[src/inc/sercs_pkg.sv]
// Package for serializer control and status: register map, field layout, encodings
package sercs_pkg;
  // Number of serializers and bus widths
  localparam int SER_COUNT = 4;
  localparam int ADDR_W = 12;
  localparam int DATA_W = 32;
  // Register byte offsets of the local map, one aligned word each
  localparam logic [ADDR_W-1:0] TX_DMA_EVT_CTL_OFS = 12'h000;
  localparam logic [ADDR_W-1:0] SER_CTL_BASE_OFS = 12'h010;
  localparam logic [ADDR_W-1:0] GLOBAL_CTL_OFS = 12'h020;
  localparam logic [ADDR_W-1:0] PIN_FUNC_OFS = 12'h024;
  localparam logic [ADDR_W-1:0] TX_BUF_BASE_OFS = 12'h040;
  localparam logic [ADDR_W-1:0] RX_BUF_BASE_OFS = 12'h050;
  localparam logic [ADDR_W-1:0] SER_STRIDE = 12'h004;
  // Serializer control field positions and widths
  localparam int MODE_LSB = 0;
  localparam int MODE_W = 2;
  localparam int DRIVE_LSB = 2;
  localparam int DRIVE_W = 2;
  localparam int TXRDY_BIT = 4;
  localparam int RXRDY_BIT = 5;
  // Global control field position of the transmit serializer clear
  localparam int TX_SER_CLR_BIT = 10;
  // Transmit DMA event control field position
  localparam int TX_DMA_EN_BIT = 0;
  // Reset values
  localparam logic [1:0] MODE_RESET = 2'h0;
  localparam logic [1:0] DRIVE_RESET = 2'h0;
  localparam logic [31:0] ZERO_WORD = 32'h0000_0000;
  // Serializer mode encodings
  localparam logic [1:0] MODE_INACTIVE = 2'h0;
  localparam logic [1:0] MODE_TX = 2'h1;
  localparam logic [1:0] MODE_RX = 2'h2;
  // Pin drive mode encodings
  localparam logic [1:0] DRIVE_HIZ = 2'h0;
  localparam logic [1:0] DRIVE_LOW = 2'h2;
  localparam logic [1:0] DRIVE_HIGH = 2'h3;
  // Pin function value that hands the pin to the port
  localparam logic PIN_FUNC_PORT = 1'b0;
  // Data-pin owner state
  typedef enum logic [1:0] {SERCS_PIN_IDLE, SERCS_PIN_SLOT, SERCS_PIN_GPIO} sercs_pin_t;
endpackage : sercs_pkg

[src/hw/sercs_top.sv]
// Serializer control and status registers with transmit DMA enable, on APB
`timescale 1ns/1ps
`default_nettype none
module sercs_top
  import sercs_pkg::*;
(
  // APB clock and reset
  input wire logic pclk,
  input wire logic presetn,
  // APB slave
  input wire logic psel,
  input wire logic penable,
  input wire logic pwrite,
  input wire logic [ADDR_W-1:0] paddr,
  input wire logic [DATA_W-1:0] pwdata,
  output logic [DATA_W-1:0] prdata,
  output logic pready,
  output logic pslverr,
  // Serializer datapath events, one bit per serializer
  input wire logic [SER_COUNT-1:0] rx_word_load,
  input wire logic [SER_COUNT-1:0] slot_start,
  input wire logic [SER_COUNT-1:0] slot_active,
  input wire logic [SER_COUNT-1:0] slot_tx_data,
  input wire logic [SER_COUNT-1:0] rx_word_data,
  // Data pins
  output logic [SER_COUNT-1:0] data_pin_out,
  output logic [SER_COUNT-1:0] data_pin_oe,
  // DMA, error and ready flag indications
  output logic tx_dma_request_enable,
  output logic [SER_COUNT-1:0] tx_dma_request,
  output logic [SER_COUNT-1:0] rx_overrun,
  output logic [SER_COUNT-1:0] tx_underrun,
  output logic [SER_COUNT-1:0] tx_ready_flag,
  output logic [SER_COUNT-1:0] rx_ready_flag
);

  ////////////////////////////////////////////////////////////////////////////
  // State
  // Everything the block remembers lives in this one record, so reset
  // and the clocked update cover every bit in one place.
  typedef struct packed {
    logic [DATA_W-1:0] prdata;
    logic pready;
    logic pslverr;
    logic tx_dma_dis;
    logic dma_en;
    logic tx_ser_clr;
    logic [SER_COUNT-1:0] pin_func;
    logic [SER_COUNT-1:0][MODE_W-1:0] ser_mode;
    logic [SER_COUNT-1:0][DRIVE_W-1:0] drive_mode;
    logic [SER_COUNT-1:0] txrdy;
    logic [SER_COUNT-1:0] rxrdy;
    logic [SER_COUNT-1:0][DATA_W-1:0] rx_buf;
    logic [SER_COUNT-1:0] pin_out;
    logic [SER_COUNT-1:0] pin_oe;
    logic [SER_COUNT-1:0] dma_req;
    logic [SER_COUNT-1:0] ovr;
    logic [SER_COUNT-1:0] unr;
  } sercs_state_t;

  sercs_state_t st_r;
  sercs_state_t st_nxt;

  ////////////////////////////////////////////////////////////////////////////
  // Bus phase decode
  // Walk: setup cycle, then the access cycle in which the transfer is taken.
  // pready stands high for the next cycle only and then drops by itself.
  // The !pready term keeps a held access phase from being taken twice.
  logic acc;
  logic wr;
  logic rd;
  assign acc = psel && penable && !st_r.pready;
  assign wr = acc && pwrite;
  assign rd = acc && !pwrite;

  ////////////////////////////////////////////////////////////////////////////
  // Register hits
  // Decoded once here so the read mux and every write share one decode;
  // an address outside the map hits nothing and earns an error response.
  logic hit_dma;
  logic hit_glb;
  logic hit_pfn;
  logic [SER_COUNT-1:0] hit_ctl;
  logic [SER_COUNT-1:0] hit_tbuf;
  logic [SER_COUNT-1:0] hit_rx_buffer;
  logic any_hit;

  // Serializer n sits one stride above serializer n-1
  always_comb begin
    hit_dma = (paddr == TX_DMA_EVT_CTL_OFS);
    hit_glb = (paddr == GLOBAL_CTL_OFS);
    hit_pfn = (paddr == PIN_FUNC_OFS);
    hit_ctl = '0;
    hit_tbuf = '0;
    hit_rx_buffer = '0;
    for (int i = 0; i < SER_COUNT; i++) begin
      hit_ctl[i] = (paddr == SER_CTL_BASE_OFS + ADDR_W'(i) * SER_STRIDE);
      hit_tbuf[i] = (paddr == TX_BUF_BASE_OFS + ADDR_W'(i) * SER_STRIDE);
      hit_rx_buffer[i] = (paddr == RX_BUF_BASE_OFS + ADDR_W'(i) * SER_STRIDE);
    end
    any_hit = hit_dma || hit_glb || hit_pfn || (|hit_ctl) || (|hit_tbuf) || (|hit_rx_buffer);
  end

  ////////////////////////////////////////////////////////////////////////////
  // Buffer strobes
  // Any bus master counts, a debugger included, so a debug peek at a
  // buffer moves the ready flags exactly as a normal access does.
  logic [SER_COUNT-1:0] tbuf_wr;
  logic [SER_COUNT-1:0] rx_buffer_rd;
  logic clr_rise_wr;
  assign tbuf_wr = hit_tbuf & {SER_COUNT{wr}};
  assign rx_buffer_rd = hit_rx_buffer & {SER_COUNT{rd}};
  // Clear bit written 0 to 1; taken from the write so the flag is not late
  assign clr_rise_wr = wr && hit_glb && pwdata[TX_SER_CLR_BIT] && !st_r.tx_ser_clr;

  ////////////////////////////////////////////////////////////////////////////
  // Read data mux
  // Reserved bits and unmapped addresses read zero
  logic [DATA_W-1:0] rdat;
  always_comb begin
    rdat = ZERO_WORD;
    if (hit_dma) begin
      rdat[TX_DMA_EN_BIT] = st_r.tx_dma_dis; // Upper bits stay zero
    end
    if (hit_glb) begin
      rdat[TX_SER_CLR_BIT] = st_r.tx_ser_clr;
    end
    if (hit_pfn) begin
      rdat[SER_COUNT-1:0] = st_r.pin_func;
    end
    for (int i = 0; i < SER_COUNT; i++) begin
      if (hit_ctl[i]) begin
        rdat[MODE_LSB +: MODE_W] = st_r.ser_mode[i];
        rdat[DRIVE_LSB +: DRIVE_W] = st_r.drive_mode[i];
        rdat[TXRDY_BIT] = st_r.txrdy[i];
        rdat[RXRDY_BIT] = st_r.rxrdy[i]; // Bits above stay zero
      end
      if (hit_rx_buffer[i]) begin
        rdat = st_r.rx_buf[i];
      end
    end
  end

  ////////////////////////////////////////////////////////////////////////////
  // Next state
  always_comb begin
    sercs_pin_t own;
    own = SERCS_PIN_IDLE;
    st_nxt = st_r;

    // Single wait state: answer one cycle into the access phase
    st_nxt.pready = acc;
    st_nxt.pslverr = 1'b0;
    if (acc) begin
      st_nxt.pslverr = !any_hit;
      // Writes return zero so stale read data never leaks
      st_nxt.prdata = pwrite ? ZERO_WORD : rdat;
    end

    // Register writes; only defined fields are stored
    if (wr && hit_dma) begin
      st_nxt.tx_dma_dis = pwdata[TX_DMA_EN_BIT]; // Software keeps this 0
    end
    // Enable kept in its own flop so the port comes straight from one
    st_nxt.dma_en = !st_nxt.tx_dma_dis;
    if (wr && hit_glb) begin
      st_nxt.tx_ser_clr = pwdata[TX_SER_CLR_BIT];
    end
    if (wr && hit_pfn) begin
      st_nxt.pin_func = pwdata[SER_COUNT-1:0];
    end
    // Reserved codes are stored and read back; the reserved mode code holds both ready flags clear and releases the pin
    for (int i = 0; i < SER_COUNT; i++) begin
      if (wr && hit_ctl[i]) begin
        st_nxt.ser_mode[i] = pwdata[MODE_LSB +: MODE_W];
        st_nxt.drive_mode[i] = pwdata[DRIVE_LSB +: DRIVE_W];
      end
    end

    // Receive ready: load sets, buffer read clears; set wins a tie
    for (int i = 0; i < SER_COUNT; i++) begin
      if (st_r.ser_mode[i] != MODE_RX) begin
        st_nxt.rxrdy[i] = 1'b0;
      end else if (rx_word_load[i]) begin
        st_nxt.rxrdy[i] = 1'b1;
        // Serial bit enters at the bottom of the buffer
        st_nxt.rx_buf[i] = {st_r.rx_buf[i][DATA_W-2:0], rx_word_data[i]};
      end else if (rx_buffer_rd[i]) begin
        st_nxt.rxrdy[i] = 1'b0;
      end
      // Overrun: slot starts with data still unread
      st_nxt.ovr[i] = slot_start[i] && st_r.rxrdy[i] && !rx_buffer_rd[i];
    end

    // Transmit ready: documented clears win, except the 0-to-1 clear write
    for (int i = 0; i < SER_COUNT; i++) begin
      if (st_r.ser_mode[i] != MODE_TX) begin
        st_nxt.txrdy[i] = 1'b0;
      end else if (clr_rise_wr) begin
        st_nxt.txrdy[i] = 1'b1;
      end else if (!st_r.tx_ser_clr) begin
        st_nxt.txrdy[i] = 1'b0;
      end else if (tbuf_wr[i]) begin
        st_nxt.txrdy[i] = 1'b0;
      end else if (slot_start[i]) begin
        st_nxt.txrdy[i] = 1'b1; // Shift register took the word
      end
      // Underrun: slot starts with buffer still empty
      st_nxt.unr[i] = slot_start[i] && st_r.txrdy[i] && !tbuf_wr[i];
      // Request follows the flag as it will be registered
      st_nxt.dma_req[i] = !st_r.tx_dma_dis && st_nxt.txrdy[i];
    end

    // Data pin owner: port function first, then mode and slot activity
    for (int i = 0; i < SER_COUNT; i++) begin
      if (st_r.pin_func[i] != PIN_FUNC_PORT) begin
        own = SERCS_PIN_GPIO; // Drive mode ignored off-port
      end else if (st_r.ser_mode[i] == MODE_TX && slot_active[i]) begin
        own = SERCS_PIN_SLOT;
      end else if (st_r.ser_mode[i] == MODE_TX || st_r.ser_mode[i] == MODE_INACTIVE) begin
        own = SERCS_PIN_IDLE; // Inactive slot or inactive serializer
      end else begin
        own = SERCS_PIN_GPIO; // Receiver and reserved code never drive
      end
      case (own)
        SERCS_PIN_SLOT: begin
          st_nxt.pin_out[i] = slot_tx_data[i];
          st_nxt.pin_oe[i] = 1'b1;
        end
        SERCS_PIN_IDLE: begin
          case (st_r.drive_mode[i])
            DRIVE_LOW: begin
              st_nxt.pin_out[i] = 1'b0;
              st_nxt.pin_oe[i] = 1'b1;
            end
            DRIVE_HIGH: begin
              st_nxt.pin_out[i] = 1'b1;
              st_nxt.pin_oe[i] = 1'b1;
            end
            default: begin
              // High impedance; reserved code treated the same
              st_nxt.pin_out[i] = 1'b0;
              st_nxt.pin_oe[i] = 1'b0;
            end
          endcase
        end
        default: begin
          // Released pin: value parked low so nothing toggles needlessly
          st_nxt.pin_out[i] = 1'b0;
          st_nxt.pin_oe[i] = 1'b0;
        end
      endcase
    end
  end

  ////////////////////////////////////////////////////////////////////////////
  // State register
  // Reset loads constants only; the enable flop starts high because the
  // enable bit starts at 0, so requests are allowed from the first cycle.
  always_ff @(posedge pclk or negedge presetn) begin
    if (!presetn) begin
      st_r <= '0;
      st_r.ser_mode <= {SER_COUNT{MODE_RESET}};
      st_r.drive_mode <= {SER_COUNT{DRIVE_RESET}};
      st_r.pin_func <= {SER_COUNT{PIN_FUNC_PORT}};
      st_r.dma_en <= 1'b1;
    end else begin
      st_r <= st_nxt;
    end
  end

  ////////////////////////////////////////////////////////////////////////////
  // Outputs straight from the state register
  // Bus answer
  assign prdata = st_r.prdata;
  assign pready = st_r.pready;
  assign pslverr = st_r.pslverr;
  // Pin value and enable, one cycle behind the slot signals
  assign data_pin_out = st_r.pin_out;
  assign data_pin_oe = st_r.pin_oe;
  // DMA, error pulses and flag copies
  assign tx_dma_request_enable = st_r.dma_en;
  assign tx_dma_request = st_r.dma_req;
  assign rx_overrun = st_r.ovr;
  assign tx_underrun = st_r.unr;
  assign tx_ready_flag = st_r.txrdy;
  assign rx_ready_flag = st_r.rxrdy;

endmodule : sercs_top
`default_nettype wire

[config.mk]
export PLATFORM = sky130hd
export DESIGN_NAME = sercs_top
export DESIGN_NICKNAME = d
export VERILOG_FILES = /design/src/inc/sercs_pkg.sv /design/src/hw/sercs_top.sv
export SDC_FILE = /design/constraint.sdc
export NUM_CORES = 1
export LEC_CHECK = 0
export BUFFER_PORTS_ARGS = -buffer_cell sky130_fd_sc_hd__buf_4
export CELL_PAD_IN_SITES_DETAIL_PLACEMENT = 0
export CELL_PAD_IN_SITES_GLOBAL_PLACEMENT = 2
export CORE_MARGIN = 1.5
export CORE_UTILIZATION = 39
export CTS_BUF_LIST = sky130_fd_sc_hd__clkbuf_4 sky130_fd_sc_hd__clkbuf_8 sky130_fd_sc_hd__clkbuf_16
export DETAILED_ROUTE_END_ITERATION = 8
export PLACE_DENSITY = 0.88
export SLEW_MARGIN = 5
export SYNTH_ARGS = -nofsm -noshare
export SYNTH_HDL_FRONTEND = slang
export SYNTH_SLANG_ARGS = --single-unit
[constraint.sdc]
create_clock -name pclk -period 2.3 [get_ports pclk]
set_input_delay 0.23 -clock pclk [delete_from_list [all_inputs] [get_ports pclk]]
set_output_delay 0.23 -clock pclk [all_outputs]
set_load 0.02 [all_outputs]
Word level (Yosys, flattened, before mapping)
Cells that the tools add are included.

Output and inout port bits: 63. Register bits: 213. Input bits: 69. Word-level logic and storage cells: 231.

Bitwise gates (word level): 6. Reduce and logical (&&, ||, !) cells: 84. Multiplexer cells: 74. Equal/unequal tests: 38.

Operators by type and width (number): 32-bit two-way mux (5); 12-bit by 7-bit equality test with 1-bit output (second input constant) (8); 12-bit by 5-bit equality test with 1-bit output (second input constant) (4); 1-bit two-way mux (44); 1-bit logical AND (37); 12-bit by 6-bit equality test with 1-bit output (second input constant) (2); 2-bit two-way mux (12); 6-bit two-way mux (4); 2-bit by 1-bit equality test with 1-bit output (second input constant) (8); 2-bit equality test (second input constant) (8); 2-bit logical NOT (8); 1-bit case mux with 2 select lines (8); 1-bit logical NOT (14); 12-bit logical NOT (1); 3-bit nonzero test (4); 4-bit OR reduction (3); 1-bit logical OR (9); 4-bit AND (2); 2-bit by 1-bit inequality test with 1-bit output (second input constant) (4); 2-bit inequality test (second input constant) (4); 2-bit AND reduction (4); 2-bit OR reduction (4); 4-bit two-way mux (1); 1-bit inverter (4).

Logic depth before layout (Yosys ltp)
Gate-level depths: netlist (run 1).

Word-level depth: 12. Mapped depth: 8.

Worst setup path after synthesis (run 1)
No wires, ideal clock.

Path kind: register to register. Start point: register st_r (netlist bit pready). End point: register st_r (netlist bit prdata[14]). Library setup time: 0.126 ns. Arrival: 1.836 ns. Path slack: 0.338 ns. Cell stages (with the launch flop): 8. Required time: 2.174 ns. Clock period less this slack: 1.962 ns. Path through: dfrtp_1 nand3b_1 inv_1 nand2b_1 buf_2 clkbuf_1 nor3_1 a221o_1.

Longest elaborated chain between the ends: 2.

RTL lines: from (decl) (line sercs_top.sv:61) `sercs_state_t st_r;`; from (signal assigned) (line sercs_top.sv:268) `st_r <= st_nxt;`; 1-bit logical NOT (line sercs_top.sv:72) `assign acc = psel && penable && !st_r.pready;`; 1-bit logical AND (line sercs_top.sv:72); named net acc (line sercs_top.sv:69) `logic acc;`.

The timed path passes the listed nets, and every way through them passes these cells. A chain may end at the register's enable or synchronous reset.

==> results.cfg, run 1 <==
[pwr]
p_leak_nw = 5.77
pwr-share-clk_pct = 47.0
net-switching-power_mw = 1.74
p_int_mw = 6.03
power.density_mw_per_mm2 = 647
p_seq_share_pct = 48.3
switching_share_pct = 22.3
ir_drop_mv = 0.483
combPwrFrac_pct = 4.7

[cells_and_area]
seq_area_mm2 = 0.00533
multi_input_area_mm2 = 0.00410
final_nets = 996
antennaDiodeCount = 0
fill_cells = 2376
area_growth_pct = 18.2
drive_above_1_share_pct = 38.3
final_common_cell = dfrtp_1
fin_cells = 1273
final_cell_mix = dfrtp_1 (212), mux2_2 (148), buf_4 (142)

[synth]
synth_seq_cells = 213
syn_avg_cell_area_um2 = 11.9
synth_edf_count = 0
yosys_warnings = 0
yosysUniqueCellTypes = 65
synthFlopType = dfrtp_1
synth_top_area_share_pct = 52.2
syn_nets = 925
ys_seq_area_share_pct = 52.4
netlist_area_mm2 = 0.0102
synth_area_leaders = dfrtp_1 (52%), mux2_2 (16%), buf_4 (4.6%)
async_flop_share_pct = 100
yosysTopAreaCell = dfrtp_1
synthCells = 856

[global_routing]
grt_pass1_wl_mm = 40.5
grt_overflow = 0
grt_max_degree = 66
gr-usage-all-layers_pct = 19.3
grt_pass1_vias = 7054
antenna_found_initial = 0

[run_status]
status = completed

[critical_path]
path_max_fanout = 4
worstReg2RegEnd = tx_dma_request[0]
arrival_ns = 2.22
r2r_start = pready
reg2reg_depth = 6
worstPathRequired_ns = 2.69
cp-start-kind = register
crit_type = register to register
r2r_slack_ns = 0.47
crit_path_end_kind = register

[sta]
setup_viol = 0
slew_viol_final = 0
hold_violations = 0
clock.fmax_ghz = 0.546
period_needed_ns = 1.83
rsz0062_at_grt = false
timing.slew.headroom_pct = 58.0
max_slew.worst_pin.slew_ns = 0.621
finalClockSkew_ns = 0.0111
fin_tns_setup_ns = 0
fin_crit_sh_pct = 79.6

[clocking]
cts_sinks = 213
cts_tree = built
post-cts-setup-buffers = 0
cts_root_buf = clkbuf_16
cts_buffer_depth = 3
numCtsBuffers = 23
worstSkewPairLatency_ns = 0.52
htree_levels = 1
cts.clk_slew.worst_paths_ns = 0.06

[floorplanning]
die_h_um = 164
std_cell_rows = 58
ios = 132
core_mm2 = 0.0254
start_util_pct = 40.0
die-area_mm2 = 0.0270
die_w_um = 164

[place]
io_buffers = 104
dp_cells = 1218
globalplace.congestion = 0.855
dp_hpwl_mm = 18.0

[detailed_routing]
vias = 7138
viasPerCell = 5.61
first_iter_violations = 567
wl_per_cell_um = 20.2
drc = 0
wl_mm = 25.7
antenna_left = 0
first_pass_iters = 5

[hold_path]
hold_depth = 3
worstHoldStart = slot_tx_data[3]
hold_class = input pin to register
holdPathEnd = data_pin_out[3]

[run]
max-cap-violations = 0
==> per-layer routing <==
layer | GRT usage [%] | vias up | share of wire (%)
li1 | - | 3272 | -
met1 | 27.7 | 3657 | 46
met2 | 31.2 | 178 | 47
met3 | 3.01 | 31 | 5.2
met4 | 3.93 | 0 | 1.6
met5 | 0 | - | 0
==> final cells by class <==
cell class / instances / share of cell area, %
Sequential cell: 213 / 44.4
Multi-Input combinational cell: 518 / 34.1
Timing Repair Buffer: 166 / 11.7
Clock buffer: 33 / 5.57
Tap cell: 330 / 3.44
Clock inverter: 8 / 0.666
Inverter: 5 / 0.156
==> power groups by stage <==
stage	clock [mW]	sequential, mW	combinational (mW)
detailed placement	0	3.82	0.351
CTS	3.73	3.75	0.370
finish	3.65	3.75	0.365
floorplan	0	3.82	0.122
global placement	0	3.82	0.349
global route	3.89	3.75	0.399
==> critical path, cell delays in order (launching register included) <==
cell and delay, ns:
dfrtp_1 0.41, nand3b_1 0.21, inv_1 0.17, and2_1 0.21, and3_1 0.28, nor2_1 0.12
nor4b_1 0.32
==> cell families (layout without fill, tap and decap cells) <==
group | Yosys count | count (layout) | synth area share [%]
AND/OR/NAND/NOR | 173 | 173 | 10.5
AO/OA/AOI/OAI | 190 | 190 | 12.6
buffers and inverters | 125 | 212 | 7.33
multiplexers | 155 | 155 | 17.1
flip-flops | 213 | 213 | 52.4
==> registers in the layout, summed over array words and instances, names as in the netlist <==
name,cells
tx_ready_flag,4
pslverr,1
data_pin_out,4
prdata,32
data_pin_oe,4
rx_overrun,4
tx_underrun,4
rx_ready_flag,4
tx_dma_request_enable,1
tx_dma_request,4
pready,1
st_r,150
==> through the flow <==
stage	utilization, %	area [µm²]	setup WS, ns	hold slack, ns	power (mW)
after detailed placement	43.8	11100	0.0992	0.225	4.17
final	47.3	12000	0.469	0.0235	7.77
after global routing	47.3	12000	0.312	0.0233	8.04
after CTS	47.3	12000	0.455	0.0109	7.85
after global placement	43.8	11100	0.133	0.224	4.17
after floorplan	-	10200	0.338	-0.0656	3.95
==> how the worst max path moves through the flow <==
stage / from / end / slack [ns] / depth (start not counted)
after detailed placement: paddr[9] / prdata[14] / 0.1 / 8
after global placement: paddr[9] / prdata[17] / 0.13 / 8
after global routing: pready / tx_dma_request[0] / 0.31 / 6
after CTS: pready / tx_dma_request[0] / 0.45 / 6
final: pready / tx_dma_request[0] / 0.47 / 6
after floorplan: pready / prdata[14] / 0.34 / 7
==> synthesized netlist by cell type (5+ instances only) <==
library cell / count
a21oi_1: 71
a221o_1: 21
a221oi_1: 7
a22oi_1: 8
a2bb2oi_1: 20
a31oi_1: 6
and3_1: 8
buf_1: 6
buf_2: 17
buf_4: 62
clkbuf_1: 32
dfrtp_1: 212
inv_1: 5
mux2_2: 148
mux2i_1: 5
nand2_1: 29
nand2b_1: 6
nand3_1: 13
nand3b_1: 5
nor2_1: 26
nor3_1: 31
nor3b_1: 10
nor4b_1: 7
o21ai_0: 18
o21ai_1: 6
o22ai_1: 8
==> timing repair <==
action,4_1_cts,5_1_grt
hold endpoints to repair,74,0
gates resized for setup,0,0
hold buffers,14,0
No activity file was read; power rests on OpenSTA's default activity.
==> run 2, diff against run 1 <==
- ABC_AREA: default -> 1
- CORE_UTILIZATION: 39 -> 32
- PLACE_DENSITY: 0.88 -> 0.84
- clock period: 2.3 -> 1.6 ns (I/O delays scaled with it)
==> run 2 against run 1 <==
  * Power rose by 47%
  * Design area rose by 5.2%
  * Synthesized cell count rose by 31%
  * Register-to-register slack got worse by 0.45 ns
  * Worst hold slack got worse by 0.0053 ns
  * Sequential cell count did not move
  * Largest power group is now clock
  * First-iteration DRC count fell by 19%
  * Via count rose by 7.9%
  * Routed wire length fell by 1.6%
==> results.cfg, run 2 <==
[run_status]
status = completed

[cells_and_area]
antennaDiodeCount = 0
drive_above_1_share_pct = 26.9
largest_reg_flops = 150
area_growth_pct = 24.7
fill_cells = 3201
largest_register = st_r
final_cell_mix = nand2_1 (227), dfrtp_1 (211), buf_4 (164)
fin_util_pct = 40.3
final_common_cell = nand2_1
final_nets = 1319
stdcell_area_mm2 = 0.0126

[detailed_routing]
wl_mm = 25.3
drc = 0
vias = 7704
first_pass_iters = 5
wl_per_cell_um = 15.2
antenna_left = 0
first_iter_violations = 458
viasPerCell = 4.62

[critical_path]
r2r_slack_ns = 0.02
cpPeakStageDelay_ns = 0.40
worstPathRequired_ns = 2.03
crit_end = tx_ready_flag[3]
crit_path_start = pready
reg2reg_depth = 7
path_cells = nor2_4, buf_6, nand2_4, buf_6, o31ai_4, clkinv_4, nor3_1
arrival_ns = 2.01
worstReg2RegEnd = tx_ready_flag[3]
r2r_start = pready
cp-start-kind = register
path_max_fanout = 5
crit_path_end_kind = register
crit_type = register to register
cp_slowest_cell = dfrtp_1
crit_path_frequent_cell = buf_6

[sta]
fin_crit_sh_pct = 98.7
clock.fmax_ghz = 0.633
hold_violations = 0
slew_viol_final = 0
setup_viol = 0
rsz0062_at_grt = true
fin_tns_setup_ns = 0
timing.slew.headroom_pct = 63.8
period_needed_ns = 1.58
hold_ws_ns = 0.0181
max_slew.worst_pin.slew_ns = 0.544
finalClockSkew_ns = 0.0138

[global_routing]
grt_pass1_vias = 7849
grt_overflow = 0
antenna_found_initial = 0
grt_max_degree = 65
gr-usage-all-layers_pct = 15.8
grt_pass1_wl_mm = 41.8

[floorplanning]
die_w_um = 181
start_util_pct = 32.3
die_h_um = 181
core_mm2 = 0.0314
die-area_mm2 = 0.0328
ios = 132
std_cell_rows = 65

[clocking]
cts_sinks = 213
cts_root_buf = clkbuf_16
worstSkewPairLatency_ns = 0.52
cts_tree = built
cts_buffer_depth = 3
numCtsBuffers = 25
cts.clk_slew.worst_paths_ns = 0.06
htree_levels = 1

[synth]
netlist_area_mm2 = 0.0101
syn_avg_cell_area_um2 = 9.03
synth_edf_count = 0
async_flop_share_pct = 100
syn_nets = 1192
yosysTopAreaCell = dfrtp_1
synth_top_cells_by_count = nand2_1 (229), dfrtp_1 (212), inv_1 (152)
ys_seq_area_share_pct = 52.6
yosysUniqueCellTypes = 36
synth_seq_cells = 213
synth_top_area_share_pct = 52.3
synthFlopType = dfrtp_1
synth_area_leaders = dfrtp_1 (52%), nand2_1 (8.5%), o21ai_0 (6.1%)
yosysMostFrequentCell = nand2_1
synthCells = 1123
yosys_warnings = 0

[run]
max-cap-violations = 0

[pwr]
ir_drop_mv = 0.805
p_leak_nw = 6.24
p_total_mw = 11.4
power.density_mw_per_mm2 = 904

[place]
dp_hpwl_mm = 18.1
io_buffers = 104
place_area_mm2 = 0.0114
globalplace.congestion = 0.801

[hold_path]
hold_class = input pin to register
## run 2: cell types whose count changed in the layout (fill, tap and decap cells not counted), sizes merged, moves of 26 or more
cell and change:
a21oi -33, nor2 +42, nor3 -26, nand2 +206, buf +29, o21ai +116, mux2 -126, nand3 +38
inv +154
## run 2: worst max-delay path: cells and delay by family, from the launching register on
family | cells | cell delay [ns]
AO/OA/AOI/OAI | 1 | 0.32
buffers and inverters | 3 | 0.38
flip-flops | 1 | 0.40
AND/OR/NAND/NOR | 3 | 0.38
## run 2: routing by layer
metal | routed length (µm) | share of wire [%] | GRT usage (%) | up-vias
met5 | 0 | 0 | 0 | -
met4 | 656 | 2.6 | 4.30 | 0
met3 | 939 | 3.7 | 2.20 | 37
met2 | 12100 | 48 | 27.0 | 145
met1 | 11600 | 46 | 21.1 | 3680
li1 | - | - | - | 3842
## run 2: repair_timing
action,in CTS,in global routing
setup buffers,0,4
endpoints found under the setup margin,14,55
hold buffers,26,0
pin swaps,0,4
hold endpoints to repair,236,0
gates cloned,0,1
gates resized for setup,2,31
## run 2: worst min path at each step
stage,end,depth (start not counted),start,slack [ns]
CTS,tx_underrun[0],5,paddr[0],0.01
global route,tx_underrun[0],5,paddr[0],0.06
finish,tx_underrun[0],5,paddr[0],0.02
global placement,data_pin_oe[0],1,presetn,0.11
floorplan,data_pin_oe[0],0,presetn,-0.14
detailed placement,data_pin_out[0],1,presetn,0.11
## run 2: cells by family after synthesis
| group | share of synthesized area, % |
|---|---|
| compound gates | 15.9 |
| buf+inv | 13.0 |
| flops | 52.6 |
| mux | 2.66 |
| simple gates | 15.9 |
## run 2: power breakdown
part | switching (mW) | total, mW | internal, mW
clock network | 2.20 | 5.54 | 3.34
registers | 0.0138 | 5.42 | 5.41
logic | 0.276 | 0.475 | 0.199
## run 2: cell type report
class,count,area (µm²),share of cell area [%]
flip-flops and latches,213,5330,42.2
multi-input cells,644,3620,28.6
repair buffers,206,1790,14.1
clock buffers,38,742,5.87
inverters,159,602,4.76
well taps,402,503,3.98
clock inverters,4,52.6,0.416
repair inverters,1,6.26,0.0495
## run 2: stage by stage
stage,cells,worst slack (ns)
after detailed placement,1594,-0.185
after floorplan,1123,0.103
final,1667,0.0202
after CTS,1662,0.00156
after global routing,1667,-0.0501
after global placement,1594,-0.190
